<file path="src/fpc_map.vh">
// Purpose: Constants for the byte-wide configuration host controller.
// Assumes: 50 MHz system clock; Wishbone byte addresses, one word per register.
// Notes:   The request low time is kept in microseconds; its cycle count derives from it.
`ifndef FPC_MAP_VH
`define FPC_MAP_VH

// System clock rate
`define FPC_CLK_MHZ        50
// Register byte offsets
`define FPC_ADR_CTRL       8'h00
`define FPC_ADR_STATUS     8'h04
`define FPC_ADR_DATA       8'h08
`define FPC_ADR_COUNT      8'h0C
// Control register fields
`define FPC_CTRL_START     0
`define FPC_CTRL_ABORT     1
`define FPC_CTRL_MODE4X    2
`define FPC_CTRL_USE_INIT  3
`define FPC_CTRL_UCLK_EN   4
`define FPC_CTRL_AUTORST   5
`define FPC_CTRL_RESET     4'h0
// Status register fields
`define FPC_ST_STATE_LSB   0
`define FPC_ST_ERROR       8
`define FPC_ST_COMPLETE    9
`define FPC_ST_STATUS_PIN  10
`define FPC_ST_INIT_PIN    11
`define FPC_ST_HOLD_FULL   12
`define FPC_ST_USER_MODE   13
// Request line low time in microseconds and its cycle count
`define FPC_REQ_LOW_US     40
`define FPC_REQ_LOW_CYC    (`FPC_REQ_LOW_US * `FPC_CLK_MHZ)
// Half period of generated clocks, in system cycles (6.25 MHz)
`define FPC_HALF_CYC       4
// Index of the last configuration clock edge of a byte in plain and 4x modes
`define FPC_EDGES_1X       2'h0
`define FPC_EDGES_4X       2'h3
// User start-up clock cycles the device needs to reach user mode
`define FPC_USR_INIT_CYC   299

`endif

</file>
<file path="src/fpc_host.v">
// Purpose: Host that loads a byte-wide passive configuration port from software.
// Assumes: Software feeds bytes over classic Wishbone; pins pass fpc_sync.
// Notes:   Data writes stall the bus while the holding byte is full.
// Functional notes
// 4x clock per byte in decompression mode
// Configuration clock kept at or below 100 MHz
// Device picks power-on delay from select input
// Device holds status low during power-on
// Device pull-ups follow pull-up control input
// Reset stage while request or status low
// Device releases status, then accepts bytes
// Host sends one byte per transfer after status
// Plain mode latches bytes on rising edges
// 4x mode latches every fourth edge
// Keep clocking until completion line is high
// Completion rise starts device initialization
// Clock edges after completion have no effect
// User start-up clock, 299 cycles, max 100 MHz
// Init-done low in load, high in user mode
// Host detects init-done rise as user mode
// Device drops pull-ups in user mode
// Clock and data driven, not floating, at end
// Clock may pause indefinitely, no minimum rate
// In 4x mode stop three cycles after latch
// Data valid before first rising edge on resume
// Error pulls status low; auto-restart releases it
// Without auto-restart, request low 40 us
// Request low in user mode resets device
// Scheme select chooses byte-wide variant
// Device ignores bus outside configuration stage
`timescale 1ns/1ps
`include "fpc_map.vh"
module fpc_host #(
    parameter USR_MARGIN = 16   // Extra user clock cycles covering the enable delay
) (
    input  wire        clk_i,                  // System clock, 50 MHz
    input  wire        rst_i,                  // Synchronous reset, active high
    input  wire        wb_cyc_i,               // Wishbone cycle
    input  wire        wb_stb_i,               // Wishbone strobe
    input  wire        wb_we_i,                // Wishbone write enable
    input  wire [7:0]  wb_adr_i,               // Wishbone byte address
    input  wire [3:0]  wb_sel_i,               // Wishbone byte selects
    input  wire [31:0] wb_dat_i,               // Wishbone write data
    output reg  [31:0] wb_dat_o,               // Wishbone read data
    output reg         wb_ack_o,               // Wishbone acknowledge
    output reg         config_request_n_o,     // Configuration request, active low
    input  wire        status_open_drain_n_i,  // Device status line, low = reset/error
    input  wire        config_complete_i,      // Device completion line
    input  wire        init_done_i,            // Device init-done line
    output wire        config_clock_o,         // Configuration clock to device
    output reg  [7:0]  data_o,                 // Configuration byte bus
    output wire        user_startup_clock_o    // Optional start-up clock to device
);
    // One-hot states
    localparam [6:0] S_IDLE   = 7'h01;
    localparam [6:0] S_REQLOW = 7'h02;
    localparam [6:0] S_WAITST = 7'h04;
    localparam [6:0] S_LOAD   = 7'h08;
    localparam [6:0] S_INIT   = 7'h10;
    localparam [6:0] S_DONE   = 7'h20;
    localparam [6:0] S_ERROR  = 7'h40;
    localparam [15:0] REQ_LOW_M1 = `FPC_REQ_LOW_CYC - 1;
    localparam [9:0]  USR_CYC = `FPC_USR_INIT_CYC + USR_MARGIN;

    reg  [6:0]  state;
    reg  [6:0]  next_state;
    reg  [3:0]  ctrl;          // mode4x, use_init, uclk_en, autorst held
    reg         mode4x;        // Mode latched at start
    reg  [15:0] low_cnt;
    reg  [7:0]  hold;
    reg         hold_full;
    reg         have_byte;
    reg  [1:0]  ecnt;
    reg  [31:0] byte_cnt;
    reg         error;
    reg         init_prev;
    reg  [9:0]  ucnt;
    wire [2:0]  pins_s;
    wire        status_s = pins_s[0];
    wire        complete_s = pins_s[1];
    wire        init_s = pins_s[2];
    wire        cfg_rise;
    wire        usr_rise;

    // Pin inputs cross into the system clock domain
    fpc_sync #(
        .W   (3)
    ) u_sync (
        .clk_i (clk_i),
        .rst_i (rst_i),
        .d_i   ({init_done_i, config_complete_i, status_open_drain_n_i}),
        .q_o   (pins_s)
    );

    // Configuration clock runs only while a byte sits on the bus
    fpc_clk_div #(
        .HALF  (`FPC_HALF_CYC),
        .CW    (8)
    ) u_cfg_clk (
        .clk_i  (clk_i),
        .rst_i  (rst_i),
        .run_i  (have_byte),
        .clk_o  (config_clock_o),
        .rise_o (cfg_rise)
    );

    // Start-up clock runs through initialization when enabled
    fpc_clk_div #(
        .HALF  (`FPC_HALF_CYC),
        .CW    (8)
    ) u_usr_clk (
        .clk_i  (clk_i),
        .rst_i  (rst_i),
        .run_i  ((state == S_INIT) & ctrl[2]),
        .clk_o  (user_startup_clock_o),
        .rise_o (usr_rise)
    );

    // Bus request decode
    wire req      = wb_cyc_i & wb_stb_i & ~wb_ack_o;
    wire wr       = req & wb_we_i & wb_sel_i[0];
    wire feeding  = (state == S_REQLOW) | (state == S_WAITST) | (state == S_LOAD);
    wire data_wr  = wr & (wb_adr_i == `FPC_ADR_DATA);
    wire stall    = data_wr & feeding & hold_full;
    wire take     = req & ~stall;
    wire ctrl_wr  = wr & take & (wb_adr_i == `FPC_ADR_CTRL);
    wire start    = ctrl_wr & wb_dat_i[`FPC_CTRL_START];
    wire abort    = ctrl_wr & wb_dat_i[`FPC_CTRL_ABORT];
    wire load_now = (state == S_LOAD) & ~have_byte & hold_full & ~complete_s;
    wire [1:0] last_edge = mode4x ? `FPC_EDGES_4X : `FPC_EDGES_1X;
    wire byte_end = cfg_rise & have_byte & (ecnt == last_edge);

    // Read mux; unmapped addresses read zero
    function [31:0] rd_mux;
        input [7:0] adr;
        begin
            if (adr == `FPC_ADR_CTRL) begin
                rd_mux = {26'h0, ctrl, 2'h0};
            end else if (adr == `FPC_ADR_STATUS) begin
                rd_mux = {18'h0, (state == S_DONE), hold_full, init_s,
                          status_s, complete_s, error, 1'b0, state};
            end else if (adr == `FPC_ADR_COUNT) begin
                rd_mux = byte_cnt;
            end else begin
                rd_mux = 32'h0;
            end
        end
    endfunction

    // Wishbone slave: one-cycle answer, stalled only for a full holding byte
    always @(posedge clk_i) begin
        if (rst_i) begin
            wb_ack_o <= 1'b0;
            wb_dat_o <= 32'h0;
        end else begin
            wb_ack_o <= take;
            if (take & ~wb_we_i) begin
                wb_dat_o <= rd_mux(wb_adr_i);
            end
        end
    end

    // Control register; start latches the transfer mode
    always @(posedge clk_i) begin
        if (rst_i) begin
            ctrl   <= `FPC_CTRL_RESET;
            mode4x <= 1'b0;
        end else begin
            if (ctrl_wr) begin
                ctrl <= wb_dat_i[`FPC_CTRL_AUTORST:`FPC_CTRL_MODE4X];
            end
            if (start) begin
                mode4x <= wb_dat_i[`FPC_CTRL_MODE4X];
            end
        end
    end

    // Next-state logic
    always @* begin
        next_state = state;
        case (state)
            S_IDLE: begin
                if (start) begin
                    next_state = S_REQLOW;
                end
            end
            S_REQLOW: begin
                if (low_cnt == REQ_LOW_M1) begin
                    next_state = S_WAITST;
                end
            end
            S_WAITST: begin
                if (status_s) begin
                    next_state = S_LOAD;
                end
            end
            S_LOAD: begin
                if (~status_s) begin
                    next_state = ctrl[3] ? S_WAITST : S_ERROR;
                end else if (complete_s & ~have_byte) begin
                    next_state = S_INIT;
                end
            end
            S_INIT: begin
                if (ctrl[1] & init_s & ~init_prev) begin
                    next_state = S_DONE;
                end else if (~ctrl[1] & (~ctrl[2] | (ucnt == USR_CYC))) begin
                    next_state = S_DONE;
                end
            end
            S_DONE: begin
                if (start) begin
                    next_state = S_REQLOW;
                end
            end
            S_ERROR: begin
                if (start) begin
                    next_state = S_REQLOW;
                end
            end
            default: begin
                next_state = S_IDLE;
            end
        endcase
        if (abort) begin
            next_state = S_IDLE;
        end
    end

    // State register and request line; low in idle and reset stage only
    always @(posedge clk_i) begin
        if (rst_i) begin
            state              <= S_IDLE;
            config_request_n_o <= 1'b0;
        end else begin
            state              <= next_state;
            config_request_n_o <= ~((next_state == S_IDLE) |
                                    (next_state == S_REQLOW));
        end
    end

    // Request low timer runs only in the reset stage
    always @(posedge clk_i) begin
        if (rst_i) begin
            low_cnt <= 16'h0;
        end else if (state == S_REQLOW) begin
            low_cnt <= low_cnt + 16'h1;
        end else begin
            low_cnt <= 16'h0;
        end
    end

    // Holding byte: software fills it, the loader drains it
    always @(posedge clk_i) begin
        if (rst_i) begin
            hold      <= 8'h00;
            hold_full <= 1'b0;
        end else if (start | abort) begin
            hold_full <= 1'b0;
        end else if (data_wr & take & feeding) begin
            hold      <= wb_dat_i[7:0];
            hold_full <= 1'b1;
        end else if (load_now | ~feeding) begin
            hold_full <= 1'b0;
        end
    end

    // Byte on the pins: set before the first rise, held for every edge of it
    always @(posedge clk_i) begin
        if (rst_i) begin
            data_o    <= 8'h00;
            have_byte <= 1'b0;
            ecnt      <= 2'h0;
        end else if (state != S_LOAD) begin
            have_byte <= 1'b0;
            ecnt      <= 2'h0;
        end else if (load_now) begin
            data_o    <= hold;
            have_byte <= 1'b1;
        end else if (byte_end) begin
            have_byte <= 1'b0;
            ecnt      <= 2'h0;
        end else if (cfg_rise & have_byte) begin
            ecnt <= ecnt + 2'h1;
        end
    end

    // Bytes sent since the last start
    always @(posedge clk_i) begin
        if (rst_i | start) begin
            byte_cnt <= 32'h0;
        end else if (byte_end & (state == S_LOAD)) begin
            byte_cnt <= byte_cnt + 32'h1;
        end
    end

    // Sticky error; a fault in the start cycle still wins over the clear
    always @(posedge clk_i) begin
        if (rst_i) begin
            error <= 1'b0;
        end else if ((state == S_LOAD) & ~status_s) begin
            error <= 1'b1;
        end else if (start) begin
            error <= 1'b0;
        end
    end

    // Init-done edge history and user clock cycle count
    always @(posedge clk_i) begin
        if (rst_i) begin
            init_prev <= 1'b0;
            ucnt      <= 10'h0;
        end else begin
            init_prev <= init_s;
            if (state != S_INIT) begin
                ucnt <= 10'h0;
            end else if (usr_rise & (ucnt != USR_CYC)) begin
                ucnt <= ucnt + 10'h1;
            end
        end
    end
endmodule // fpc_host

</file>
<file path="src/fpc_sync.v">
// Purpose: Two-flop synchroniser for pins from outside the clock domain.
// Assumes: Inputs are levels; pulses shorter than one cycle may be missed.
// Notes:   Only the second stage may be read by other logic.
`timescale 1ns/1ps
module fpc_sync #(
    parameter W = 1
) (
    input  wire         clk_i,   // System clock
    input  wire         rst_i,   // Synchronous reset, active high
    input  wire [W-1:0] d_i,     // Asynchronous inputs
    output reg  [W-1:0] q_o      // Synchronised outputs
);
    reg [W-1:0] meta;

    // First stage feeds only the second stage
    always @(posedge clk_i) begin
        if (rst_i) begin
            meta <= {W{1'b0}};
            q_o  <= {W{1'b0}};
        end else begin
            meta <= d_i;
            q_o  <= meta;
        end
    end
endmodule // fpc_sync

</file>
<file path="src/fpc_clk_div.v">
// Purpose: Gated clock divider producing a pin clock from the system clock.
// Assumes: HALF is at least 2 system cycles.
// Notes:   Stops only in the low phase, so a pause always parks the pin low.
`timescale 1ns/1ps
module fpc_clk_div #(
    parameter HALF = 4,
    parameter CW   = 8
) (
    input  wire clk_i,   // System clock
    input  wire rst_i,   // Synchronous reset, active high
    input  wire run_i,   // Allow the next rising edge
    output reg  clk_o,   // Divided clock to the pin
    output wire rise_o   // Pulse: pin rises at the next edge
);
    localparam [CW-1:0] HALF_M1 = HALF - 1;
    reg  [CW-1:0] cnt;
    wire          last = (cnt == HALF_M1);

    // The low phase is timed from run, so data set with run has a full half period
    assign rise_o = run_i & ~clk_o & last;

    // Phase counter; idle low resets the count
    always @(posedge clk_i) begin
        if (rst_i) begin
            cnt   <= {CW{1'b0}};
            clk_o <= 1'b0;
        end else if (clk_o) begin
            if (last) begin
                clk_o <= 1'b0;
                cnt   <= {CW{1'b0}};
            end else begin
                cnt <= cnt + 1'b1;
            end
        end else if (run_i) begin
            if (last) begin
                clk_o <= 1'b1;
                cnt   <= {CW{1'b0}};
            end else begin
                cnt <= cnt + 1'b1;
            end
        end else begin
            cnt <= {CW{1'b0}};
        end
    end
endmodule // fpc_clk_div

</file>
<file path="config.mk">
export PLATFORM = sky130hd
export DESIGN_NAME = fpc_host
export DESIGN_NICKNAME = d
export VERILOG_FILES = /design/src/fpc_host.v /design/src/fpc_sync.v /design/src/fpc_clk_div.v
export VERILOG_INCLUDE_DIRS = /design/src
export SDC_FILE = /design/constraint.sdc
export NUM_CORES = 1
export LEC_CHECK = 0
export BUFFER_PORTS_ARGS = -buffer_cell sky130_fd_sc_hd__buf_2
export CAP_MARGIN = 20
export CORE_ASPECT_RATIO = 2
export CORE_MARGIN = 3
export CORE_UTILIZATION = 51
export DETAILED_ROUTE_END_ITERATION = 8
export PLACE_DENSITY = 0.79
export SLEW_MARGIN = 20
export SYNTH_ARGS = -nofsm -noshare
export SYNTH_HDL_FRONTEND = slang
export SYNTH_SLANG_ARGS = --single-unit
</file>
<file path="constraint.sdc">
create_clock -name clk_i -period 2.09 [get_ports clk_i]
set_input_delay 0.418 -clock clk_i [delete_from_list [all_inputs] [get_ports clk_i]]
set_output_delay 0.418 -clock clk_i [all_outputs]
set_load 0.05 [all_outputs]
</file>
==> summary.txt <==
status -> finished, violations left
failing checks -> negative setup slack
routed wire length -> 16700 um
Mapped Avg Cell Area -> 8.98 um^2
hpwl dp -> 11600 um
skew final -> 7.24 ps
synthesized flop and latch total -> 150
combinational power share -> 0.026
global-route wire length before repair -> 26800 um
maxcap violations -> 0
syn_nets -> 787
CTS H-tree depth -> 4
Worst Path Required -> 2400 ps
drt wl/cell -> 16.5 um
fraction of layout cells with a size suffix above 1 -> 0.264
# rows -> 58
RD Place Congestion -> 0.849
register area share after synthesis -> 0.458
Mapped Cells -> 730
top cells by area, synth -> dfxtp_1 46%, nor2_1 7.4%, xnor2_1 4.3%, mux2i_1 3.8%, a22oi_1 3.7%
Clock Sinks -> 150
I/O Buffers -> 68
clock root buffer -> clkbuf_16
I/O pins -> 96
PD cells -> 708 mW/mm^2
cts hold-fix bufs -> 0
Sw Ratio -> 0.235
most common cell after layout, fill and taps aside -> dfxtp_1
unrepaired setup endpoints after global routing -> true
drt first pass iters -> 6
Initial Util -> 0.522
Reg clk slew, reported paths -> 60 ps
R2R depth -> 6
initial DRC count -> 338
worst setup path class -> flip-flop to flip-flop
CP Max Fanout -> 6
register area -> 0.00301 mm^2
minimum clock period after layout -> 2150 ps
die area -> 0.0143 mm^2
Final setup viols -> 4
Area growth syn-to-layout -> 25.8%
die height -> 166 um
core area -> 0.0126 mm^2
routed vias/inst -> 5.83
commonest non-fill, non-tap cells in the layout -> 147 x dfxtp_1, 130 x nor2_1, 68 x buf_2
Final period util -> 1.03
total power -> 5.84 mW
Crit. End Element -> flip-flop
CTS Buf Count -> 17
Clock power frac -> 0.482
maximum VDD drop -> 0.000794 V
sw power -> 1.37 mW
CP Data Arrival Time -> 2460 ps
Critical Path Start Type -> flip-flop
Max Slew Vio Count -> 0
worst hold margin -> 202 ps
Yosys top cell area share -> 0.458
initial antenna violation count -> 0
total internal power -> 4.46 mW
Leakage -> 3.32 nW
multi-input logic area -> 0.00357 mm^2
Die Wd -> 86.2 um
Max clock buf depth -> 2
number of antenna diodes -> 0
post-synth top area cell -> dfxtp_1
worst setup margin -> -57.3 ps
Slew headroom -> 0.686
Seq pwr share -> 0.492
largest net degree at the start of global routing -> 29
post-synthesis async set-or-reset flop share -> 0
hold crit path type -> input port to flip-flop
antenna-violating nets left -> 0
f_max -> 466 MHz
Min-Delay Path Depth -> 2
total gr overflow -> 0
Slew @ Worst Pin -> 471 ps
fillers -> 967
Tot GR Track Use -> 0.230
synthesized cell area -> 0.00656 mm^2
CTS tree -> done
Worst-Skew Late Latency -> 420 ps
Remaining DRCs -> 0
Ys Warns -> 0
final net count -> 908
EDFF count, synth -> 0
vias in the first global route -> 5816
Synth Flop Type -> dfxtp_1
number of failing hold endpoints at the final stage -> 0
post-synth cell types -> 61
via count -> 5913
## layer usage
metal,up-vias,wire length [um],GRT usage
met5,-,0,0
met4,0,618,0.109
met3,48,693,0.0432
met2,193,9410,0.444
met1,2836,5980,0.224
li1,2836,-,-
## critical path: stages (launching register included)
cell and delay [ps]:
dfxtp_2 320, or4_4 540, or4_4 570, buf_6 150, nor4_4 230, xnor2_2 180
nor2_2 40
## synthesized netlist by cell type (all sizes together) (4+ instances only)
cell type	count
clkbuf	23
mux2	7
nor2b	13
mux2i	25
nand3	32
nand2	40
or4	4
xor2	22
or3	16
nor3	19
ha	5
a22oi	32
inv	9
and2	6
a21oi	23
dfxtp	150
nand4	18
and3	12
xnor2	32
buf	12
nor2	132
nor4	24
or2	7
nor4b	5
nand2b	5
o21ai	25
## registers in the layout, summed over array words and instances, names as in the netlist, 2 cells and up
name	count
data_o	8
u_usr_clk.cnt	8
u_sync.q_o	3
state	7
u_cfg_clk.cnt	8
low_cnt	16
ctrl	4
wb_dat_o	32
byte_cnt	32
hold	8
ucnt	10
u_sync.meta	3
ecnt	2
## final cells by class
class                           instances  area share
Timing Repair Buffer                  137       0.110
Multi-Input combinational cell        536       0.432
Clock buffer                           17      0.0516
Inverter                                9     0.00410
Sequential cell                       150       0.365
Clock inverter                         15      0.0149
Tap cell                              150      0.0228
## what timing repair did
action | in CTS | in global routing
pin swaps | 13 | 10
buffers inserted | 1 | 5
gates resized for setup | 15 | 18
cloned | 0 | 0
endpoints found under the setup margin | 16 | 27
## stage by stage
| stage | setup slack (ps) | std cells | TNS, ps | area, um^2 | util |
|---|---|---|---|---|---|
| after global placement | -62.5 | 976 | -233 | 7450 | 0.593 |
| after CTS | -88.1 | 1009 | -567 | 8100 | 0.645 |
| final | -57.3 | 1014 | -88.5 | 8250 | 0.657 |
| after detailed placement | -88.8 | 976 | -639 | 7450 | 0.593 |
| after floorplan | -8.35 | 730 | -8.35 | 6560 | - |
| after global routing | -193 | 1014 | -1900 | 8250 | 0.657 |
## kinds of logic (layout without fill, tap and decap cells)
family | Yosys count | after routing | share of synthesized area
xor gates and xnor gates | 54 | 54 | 0.0721
adders and majority gates | 5 | 5 | 0.00954
buffers and inverters | 44 | 178 | 0.0275
DFF | 150 | 150 | 0.458
and+or+nand+nor | 343 | 343 | 0.281
AOI/OAI and AO/OA | 102 | 102 | 0.102
muxes | 32 | 32 | 0.0502
## path summary, 6_finish.rpt
path | from | endpoint | slack, ps
setup reg to reg | u_cfg_clk.cnt[5] | byte_cnt[16] | -60
hold / removal | init_done_i | u_sync.meta[2] | 200
hold reg to reg | u_sync.meta[2] | u_sync.q_o[2] | 450
setup / recovery | u_cfg_clk.cnt[5] | byte_cnt[16] | -60
## power groups by stage
stage / Combinational, mW / Clock (mW) / Sequential (mW)
after global routing: 0.163 / 2.96 / 2.87
after CTS: 0.150 / 2.85 / 2.87
after global placement: 0.148 / 0 / 2.94
final: 0.151 / 2.81 / 2.87
after detailed placement: 0.149 / 0 / 2.94
after floorplan: 0.0802 / 0 / 2.94
Note: power is estimated with default switching activity, not from simulation.
